[src/hdl/sfc_map.svh]
// Constants for the set-flag compare unit: field positions, opcodes,
// widths and reset values.
// Assumes a 32-bit instruction word and one core clock.
//
// Operation
// - Register form: 11-bit opcode, two 5-bit sources, 11 reserved bits.
// - Opcode 0x720 sets flag when both sources are equal, else clears.
// - Opcode 0x5e0 sets flag when source equals sign-extended immediate.
// - Opcode 0x72b: signed register greater-or-equal sets flag, else clears.
// - Opcode 0x5eb: signed greater-or-equal against sign-extended immediate.
// - Opcode 0x723: unsigned register greater-or-equal sets flag.
// - Opcode 0x5e3: unsigned greater-or-equal to zero-extended immediate.
// - Signed register greater-than sets flag only on strict excess.
// - Signed immediate greater-than, immediate sign-extended, strict excess.
// - Unsigned immediate greater-than, immediate zero-extended, strict.
// - Opcode 0x72d: signed register less-or-equal sets flag.
// - Signed immediate less-or-equal, immediate sign-extended.
// - Opcode 0x725: unsigned register less-or-equal sets flag.
// - Compare over the full register width of the implementation.
// - Unsigned immediate less-or-equal, immediate zero-extended.
`ifndef SFC_MAP_SVH
`define SFC_MAP_SVH

// ==========================================================
// Widths
`define SFC_XLEN        32
`define SFC_INSN_W      32
`define SFC_OPC_W       11
`define SFC_IDX_W       5
`define SFC_IMM_W       16
`define SFC_RSV_W       11

// ==========================================================
// Field positions
`define SFC_OPC_HI      31
`define SFC_OPC_LO      21
`define SFC_LEFT_HI     20
`define SFC_LEFT_LO     16
`define SFC_RIGHT_HI    15
`define SFC_RIGHT_LO    11
`define SFC_RSV_HI      10
`define SFC_RSV_LO      0
`define SFC_IMM_HI      15
`define SFC_IMM_LO      0

// ==========================================================
// Opcodes, register form
`define SFC_OP_EQ       11'h720
`define SFC_OP_GTU      11'h722
`define SFC_OP_GEU      11'h723
`define SFC_OP_LEU      11'h725
`define SFC_OP_GTS      11'h72a
`define SFC_OP_GES      11'h72b
`define SFC_OP_LES      11'h72d

// ==========================================================
// Opcodes, immediate form
`define SFC_OP_EQI      11'h5e0
`define SFC_OP_GTUI     11'h5e2
`define SFC_OP_GEUI     11'h5e3
`define SFC_OP_LEUI     11'h5e5
`define SFC_OP_GTSI     11'h5ea
`define SFC_OP_GESI     11'h5eb
`define SFC_OP_LESI     11'h5ed

// ==========================================================
// Reset values
`define SFC_FLAG_RST    1'h0
`define SFC_RSV_ZERO    11'h000

`endif

[src/hdl/sfc_pkg.sv]
// Types shared by the set-flag compare unit.
// Assumes sfc_map.svh is on the include path.
`include "sfc_map.svh"

package sfc_pkg;

  // ==========================================================
  // Compare conditions
  typedef enum logic [1:0] {
    COND_EQ,
    COND_GE,
    COND_GT,
    COND_LE
  } cmp_cond_e;

  // ==========================================================
  // Decoded compare instruction
  typedef struct packed {
    logic      hit;
    cmp_cond_e cond;
    logic      is_signed;
    logic      use_imm;
  } cmp_op_s;

  // ==========================================================
  // Result handed to flag write-back
  typedef struct packed {
    logic flag;
    logic wr;
    logic not_cmp;
    logic rsv_nz;
  } cmp_res_s;

endpackage

[src/hdl/set_flag_compare_unit.sv]
// Set-flag compare unit: decodes the compare family, compares a source
// register with a second register or an extended immediate, and
// updates the compare flag of the supervision register.
// Assumes operand values arrive with the instruction in the same cycle
// and that the flag holder reads flag_o one cycle after issue.
`timescale 1ns/100ps
`include "sfc_map.svh"

module set_flag_compare_unit (
  input  wire logic                  mclk_i,
  input  wire logic                  srst_i,
  input  wire logic                  instr_valid_i,
  input  wire logic [`SFC_INSN_W-1:0] instr_i,
  input  wire logic [`SFC_XLEN-1:0]  left_source_gpr_i,
  input  wire logic [`SFC_XLEN-1:0]  right_source_gpr_i,
  input  wire logic                  sr_flag_load_i,
  input  wire logic                  sr_flag_val_i,
  output logic [`SFC_IDX_W-1:0]      left_idx_o,
  output logic [`SFC_IDX_W-1:0]      right_idx_o,
  output logic                       flag_o,
  output logic                       flag_wr_o,
  output logic                       not_cmp_o,
  output logic                       rsv_nz_o
);

  // ==========================================================
  // Instruction fields
  logic [`SFC_OPC_W-1:0] opcode;
  logic [`SFC_IMM_W-1:0] imm;
  logic [`SFC_RSV_W-1:0] rsv_bits;

  assign opcode   = instr_i[`SFC_OPC_HI:`SFC_OPC_LO];
  assign imm      = instr_i[`SFC_IMM_HI:`SFC_IMM_LO];
  assign rsv_bits = instr_i[`SFC_RSV_HI:`SFC_RSV_LO];

  // Index outputs let the register file be read in the issue cycle
  assign left_idx_o  = instr_i[`SFC_LEFT_HI:`SFC_LEFT_LO];
  assign right_idx_o = instr_i[`SFC_RIGHT_HI:`SFC_RIGHT_LO];

  // ==========================================================
  // Opcode decode
  sfc_pkg::cmp_op_s op;

  always_comb begin
    op           = '0;
    op.hit       = 1'b1;
    op.cond      = sfc_pkg::COND_EQ;
    op.is_signed = 1'b0;
    op.use_imm   = 1'b0;
    case (opcode)
      `SFC_OP_EQ: begin
        op.cond = sfc_pkg::COND_EQ;
      end
      `SFC_OP_GTU: begin
        op.cond = sfc_pkg::COND_GT;
      end
      `SFC_OP_GEU: begin
        op.cond = sfc_pkg::COND_GE;
      end
      `SFC_OP_LEU: begin
        op.cond = sfc_pkg::COND_LE;
      end
      `SFC_OP_GTS: begin
        op.cond      = sfc_pkg::COND_GT;
        op.is_signed = 1'b1;
      end
      `SFC_OP_GES: begin
        op.cond      = sfc_pkg::COND_GE;
        op.is_signed = 1'b1;
      end
      `SFC_OP_LES: begin
        op.cond      = sfc_pkg::COND_LE;
        op.is_signed = 1'b1;
      end
      // Equality ignores signedness, but the immediate still
      // sign-extends, which is what is_signed selects below
      `SFC_OP_EQI: begin
        op.cond      = sfc_pkg::COND_EQ;
        op.is_signed = 1'b1;
        op.use_imm   = 1'b1;
      end
      `SFC_OP_GTUI: begin
        op.cond    = sfc_pkg::COND_GT;
        op.use_imm = 1'b1;
      end
      `SFC_OP_GEUI: begin
        op.cond    = sfc_pkg::COND_GE;
        op.use_imm = 1'b1;
      end
      `SFC_OP_LEUI: begin
        op.cond    = sfc_pkg::COND_LE;
        op.use_imm = 1'b1;
      end
      `SFC_OP_GTSI: begin
        op.cond      = sfc_pkg::COND_GT;
        op.is_signed = 1'b1;
        op.use_imm   = 1'b1;
      end
      `SFC_OP_GESI: begin
        op.cond      = sfc_pkg::COND_GE;
        op.is_signed = 1'b1;
        op.use_imm   = 1'b1;
      end
      `SFC_OP_LESI: begin
        op.cond      = sfc_pkg::COND_LE;
        op.is_signed = 1'b1;
        op.use_imm   = 1'b1;
      end
      default: begin
        op.hit = 1'b0;
      end
    endcase
  end

  // ==========================================================
  // Immediate extension to full register width
  logic [`SFC_XLEN-1:0] imm_sext;
  logic [`SFC_XLEN-1:0] imm_zext;
  logic [`SFC_XLEN-1:0] rhs;

  assign imm_sext = {{(`SFC_XLEN-`SFC_IMM_W){imm[`SFC_IMM_W-1]}}, imm};
  assign imm_zext = {{(`SFC_XLEN-`SFC_IMM_W){1'b0}}, imm};

  always_comb begin
    if (!op.use_imm) begin
      rhs = right_source_gpr_i;
    end else if (op.is_signed) begin
      rhs = imm_sext;
    end else begin
      rhs = imm_zext;
    end
  end

  // ==========================================================
  // Full-width comparison
  logic is_eq;
  logic is_gt;

  sfc_cmp_core #(
    .WIDTH    (`SFC_XLEN)
  ) u_cmp (
    .lhs_i    (left_source_gpr_i),
    .rhs_i    (rhs),
    .signed_i (op.is_signed),
    .eq_o     (is_eq),
    .gt_o     (is_gt)
  );

  // ==========================================================
  // Condition evaluation; every compare either sets or clears
  logic cond_true;

  always_comb begin
    case (op.cond)
      sfc_pkg::COND_EQ: cond_true = is_eq;
      sfc_pkg::COND_GE: cond_true = is_gt | is_eq;
      sfc_pkg::COND_GT: cond_true = is_gt;
      sfc_pkg::COND_LE: cond_true = ~is_gt;
      default:          cond_true = 1'b0;
    endcase
  end

  logic fire;

  assign fire = instr_valid_i & op.hit;

  // ==========================================================
  // Result assembly
  sfc_pkg::cmp_res_s nxt_res;

  always_comb begin
    nxt_res         = '0;
    nxt_res.flag    = cond_true;
    nxt_res.wr      = fire;
    nxt_res.not_cmp = instr_valid_i & ~op.hit;
    // Reserved bits are only reported, never trapped
    nxt_res.rsv_nz  = fire & ~op.use_imm &
                      (rsv_bits != `SFC_RSV_ZERO);
  end

  // ==========================================================
  // Compare flag of the supervision register
  logic flag_ff;

  // A compare wins over a same-cycle load, since the compare is the
  // later instruction in program order
  always_ff @(posedge mclk_i) begin
    if (srst_i) begin
      flag_ff <= `SFC_FLAG_RST;
    end else if (fire) begin
      flag_ff <= nxt_res.flag;
    end else if (sr_flag_load_i) begin
      flag_ff <= sr_flag_val_i;
    end
  end

  // ==========================================================
  // Write-back strobes, one cycle after issue
  logic flag_wr_ff;
  logic not_cmp_ff;
  logic rsv_nz_ff;

  always_ff @(posedge mclk_i) begin
    if (srst_i) begin
      flag_wr_ff <= 1'b0;
      not_cmp_ff <= 1'b0;
      rsv_nz_ff  <= 1'b0;
    end else begin
      flag_wr_ff <= nxt_res.wr;
      not_cmp_ff <= nxt_res.not_cmp;
      rsv_nz_ff  <= nxt_res.rsv_nz;
    end
  end

  assign flag_o    = flag_ff;
  assign flag_wr_o = flag_wr_ff;
  assign not_cmp_o = not_cmp_ff;
  assign rsv_nz_o  = rsv_nz_ff;

endmodule

[src/hdl/sfc_cmp_core.sv]
// Magnitude and equality comparator, signed or unsigned.
// Purely combinational; the caller registers the outcome.
`timescale 1ns/100ps

module sfc_cmp_core #(
  parameter int unsigned WIDTH = 32
) (
  input  wire logic [WIDTH-1:0] lhs_i,
  input  wire logic [WIDTH-1:0] rhs_i,
  input  wire logic             signed_i,
  output logic                  eq_o,
  output logic                  gt_o
);

  logic [WIDTH-1:0] lhs_adj;
  logic [WIDTH-1:0] rhs_adj;

  // ==========================================================
  // Signed order equals unsigned order once the sign bits flip,
  // so one magnitude comparator serves both forms
  always_comb begin
    lhs_adj = lhs_i;
    rhs_adj = rhs_i;
    if (signed_i) begin
      lhs_adj[WIDTH-1] = ~lhs_i[WIDTH-1];
      rhs_adj[WIDTH-1] = ~rhs_i[WIDTH-1];
    end
  end

  assign eq_o = (lhs_i == rhs_i);
  assign gt_o = (lhs_adj > rhs_adj);

endmodule

[config.mk]
export PLATFORM = sky130hd
export DESIGN_NAME = set_flag_compare_unit
export DESIGN_NICKNAME = d
export VERILOG_FILES = /design/src/hdl/sfc_pkg.sv /design/src/hdl/set_flag_compare_unit.sv /design/src/hdl/sfc_cmp_core.sv
export VERILOG_INCLUDE_DIRS = /design/src /design/src/hdl
export SDC_FILE = /design/constraint.sdc
export NUM_CORES = 1
export LEC_CHECK = 0
export ABC_AREA = 0
export BUFFER_PORTS_ARGS = -buffer_cell sky130_fd_sc_hd__buf_2
export CAP_MARGIN = 20
export CORE_MARGIN = 1
export CORE_UTILIZATION = 38
export DETAILED_ROUTE_END_ITERATION = 12
export PLACE_DENSITY = 0.75
export SLEW_MARGIN = 20
export SYNTH_ARGS = -nofsm -noshare
export SYNTH_HDL_FRONTEND = slang
export SYNTH_HIERARCHICAL = 1
export SYNTH_SLANG_ARGS = --single-unit
[constraint.sdc]
create_clock -name mclk_i -period 3.4 [get_ports mclk_i]
set_clock_uncertainty 0.15 [all_clocks]
set_input_delay 0.34 -clock mclk_i [delete_from_list [all_inputs] [get_ports mclk_i]]
set_output_delay 0.34 -clock mclk_i [all_outputs]
set_load 0.02 [all_outputs]
==> summary.md <==
| Metric | Value |
|---|---|
| Post-synthesis instance area | `1657 µm²` |
| Crit start category | `primary input` |
| Hold Vio Cnt, Final | `0` |
| Syn_area_per_cell | `around 8.2 µm²` |
| Required @ worst endpoint | `3.34 ns` |
| Share of post-route cells with drive strength above 1 | `56.21%` |
| Core area | `4086 µm²` |
| GRT met2 Usage | `35.66%` |
| Hold Startpoint | `srst_i` |
| Worst slew pin tran | `roughly 0.4 ns` |
| Worst vdd ir | `0.1300 mV` |
| Die ar. | `4627 µm²` |
| CP endpoint kind | `register` |
| R2R depth | `3` |
| Max Cap Viol | `0` |
| Final-report max-slew violation count | `0` |
| Top FF cell, synth | `dfxtp_1` |
| Status | `complete, no violations` |
| H-tree depth | `1` |
| Global-route wire length before repair | `6955 µm` |
| Setup TNS | `0 ns` |
| Tcrit/Tclk final | `96.39%` |
| Die W | `68.03 µm` |
| Clock slew at reported path FFs | `0.03 ns` |
| Drt drc | `0` |
| Hold Path Class | `primary input to register` |
| R2r setup slk | `2.36 ns` |
| # port buffers | `104` |
| Worst r2r dst | `flag_o` |
| Layer with the highest usage | `met2` |
| CTS root buf | `clkbuf_8` |
| Clk buf depth | `2` |
| # fillers | `371` |
| #FFs+latches synth | `4` |
| WP data arrival | `about 3.2 ns` |
| Initial DRC Count | `36` |
| I/O Pins | `around 120` |
| Sequential share of the synthesized area | `4.834%` |
| Slew headroom | `73.15%` |
| Finish-stage setup viols | `0` |
| Leak | `~1.4 nW` |
| Met1 usage | `22.96%` |
| Synth cell types | `46` |
| DR vias/cell | `5.030` |
| Syn nets | `approximately 340` |
| # diodes | `0` |
| Area growth, synth to finish | `51.96%` |
| Aggregate routed wire length | `roughly 4600 µm` |
| Initial antenna violation count | `0` |
| Drt wl/cell | `12.40 µm` |
| Layout Utilization | `61.60%` |
| Critical path class | `primary input to register` |
| Gate Count Post-Synth | `203` |
| Synth warnings | `6` |
| Number of global-route vias before repair | `1740` |
| Most frequent cells in the layout | `104 x buf_2, 34 x inv_1, 27 x ha_1` |
| Residual overflow from global routing | `0` |
| Worst Path Max Fanout | `6` |
| # rows | `23` |
| Clock sinks | `4` |
| Post-route insts no fill | `between 300 and 400` |
| Commonest non-fill, non-tap cell in the layout | `buf_2` |
| Vias | `1871` |
| Die Span Y | `between 60 and 70 µm` |
| Placed Area | `2303 µm²` |
| Hold path depth | `2` |
| DRT antenna net count | `0` |
| GRT Util Overall | `about a fifth` |
| Reg-to-reg startpoint | `flag_o` |
| 1st-pass router iterations | `4` |
| Synth async-reset ratio | `0%` |
| Tmin final | `3.277 ns` |
| Min-Delay Endpoint | `flag_o` |
| Layout net count | `456` |
| TritonCTS clock tree | `done` |
| Largest net degree at the start of global routing | `13` |
| Max frequency | `0.3051 GHz` |
| Initial core utilization | `between 40% and 50%` |
| DPL Wire Length | `3722 µm` |
| Met3 Usage GRT | `under 10%` |
| Post-synth EDFFs | `0` |
| CTS Buf Count | `3` |
| Clk_lat worst skew | `0.22 ns` |
| Routability congestion estimate | `between 0.8 and 0.9` |
| Power density over cell area | `between 150 and 200 nW/µm²` |
| Final Instance Area | `approximately 2500 µm²` |
| Cells after DPL | `365` |
worst max-delay path by stage:
| stage | endpoint | depth (start not counted) | slack [ns] | startpoint |
|---|---|---|---|---|
| 4_1_cts | flag_o | 17 | 0.06 | instr_i[27] |
| 3_3_place_gp | flag_o | 19 | -0.06 | instr_i[25] |
| 5_1_grt | flag_o | 20 | -0.09 | instr_i[22] |
| 6_report | flag_o | 16 | 0.12 | instr_i[21] |
| 2_1_floorplan | flag_o | 15 | 0.20 | instr_i[27] |
| 3_5_place_dp | flag_o | 17 | -0.17 | instr_i[27] |
metal layers:
| metal | wire length (µm) | up-vias |
|---|---|---|
| li1 | - | 979 |
| met1 | 2036 | 820 |
| met2 | 2290 | 69 |
| met3 | 252 | 3 |
| met4 | 34 | 0 |
| met5 | 0 | - |
per-stage QoR:
stage                     power [mW]  worst slack [ns]  hold slack [ns]
final                         0.3852            0.1227           0.1423
after global routing          0.4212          -0.08633           0.1429
after global placement        0.2599          -0.05808           0.3683
after CTS                     0.3678           0.06044           0.1415
after detailed placement      0.2640           -0.1677           0.3723
after floorplan               0.1806            0.1977           0.2628
cell families after synthesis:
logic type / after synthesis / synth area share (%)
fa+ha+maj: 31 / 23.41
flops: 4 / 4.834
xor+xnor: 1 / 0.5288
compound gates: 56 / 25.30
simple gates: 46 / 17.52
buf+inv: 49 / 15.03
mux: 16 / 13.37
cell type report:
class / instances / area (µm²) / share of cell area, %
multi-input cells: 151 / 1474 / 58.55
repair buffers: 130 / 732.0 / 29.08
inverters: 34 / 127.6 / 5.070
flip-flops and latches: 4 / 80.08 / 3.181
well taps: 50 / 62.56 / 2.485
clock buffers: 3 / 41.29 / 1.640
cells in the mapped netlist (2+ instances only):
cell type / n / area, µm²
a211oi_1: 2 / 15.01
a21o_1: 6 / 45.04
a21oi_1: 16 / 80.08
a21oi_2: 2 / 17.52
and3_1: 2 / 12.51
buf_4: 11 / 82.58
buf_6: 3 / 33.78
dfxtp_1: 4 / 80.08
ha_1: 31 / 387.9
inv_1: 34 / 127.6
mux2_2: 5 / 56.30
mux2_4: 11 / 165.2
nand2_1: 5 / 18.77
nand3_1: 5 / 25.02
nand3b_1: 4 / 30.03
nand4_1: 6 / 37.54
nor2_1: 4 / 15.01
nor2b_1: 2 / 12.51
nor3_1: 3 / 15.01
nor3_2: 2 / 20.02
nor4_1: 3 / 18.77
o21ai_0: 3 / 15.01
o2bb2ai_1: 15 / 131.4
or3_1: 2 / 12.51
critical path, stage by stage:
cell	delay, ns
buf_2	0.12
or3_1	0.39
nor3_2	0.33
nor3_4	0.13
buf_4	0.17
o2bb2ai_1	0.13
inv_1	0.10
ha_4	0.28
nand2_1	0.07
nor2_2	0.18
nand4_4	0.11
o31a_2	0.35
a21oi_2	0.14
o21ai_1	0.09
nor4_1	0.19
a211oi_1	0.11
registers in the layout (all words and copies together), names as in the netlist:
| name | flops |
|---|---|
| rsv_nz_o | 1 |
| flag_o | 1 |
| not_cmp_o | 1 |
| flag_wr_o | 1 |
timing repair:
| action | 4_1_cts | 5_1_grt |
|---|---|---|
| buffers inserted | 0 | 3 |
| hold buffers | 0 | 0 |
| resized for setup | 0 | 22 |
| endpoints found under the setup margin | 0 | 1 |
report_power, final:
part / total, mW / switching, mW / internal [mW] / leakage [nW]
registers: 0.0491 / 0.000449 / 0.0487 / 0.0327
logic: 0.234 / 0.106 / 0.128 / 1.31
clock network: 0.102 / 0.0262 / 0.0756 / 0.0216
total: 0.385 / 0.133 / 0.253 / 1.37
Power figures use the tool's default switching activity.
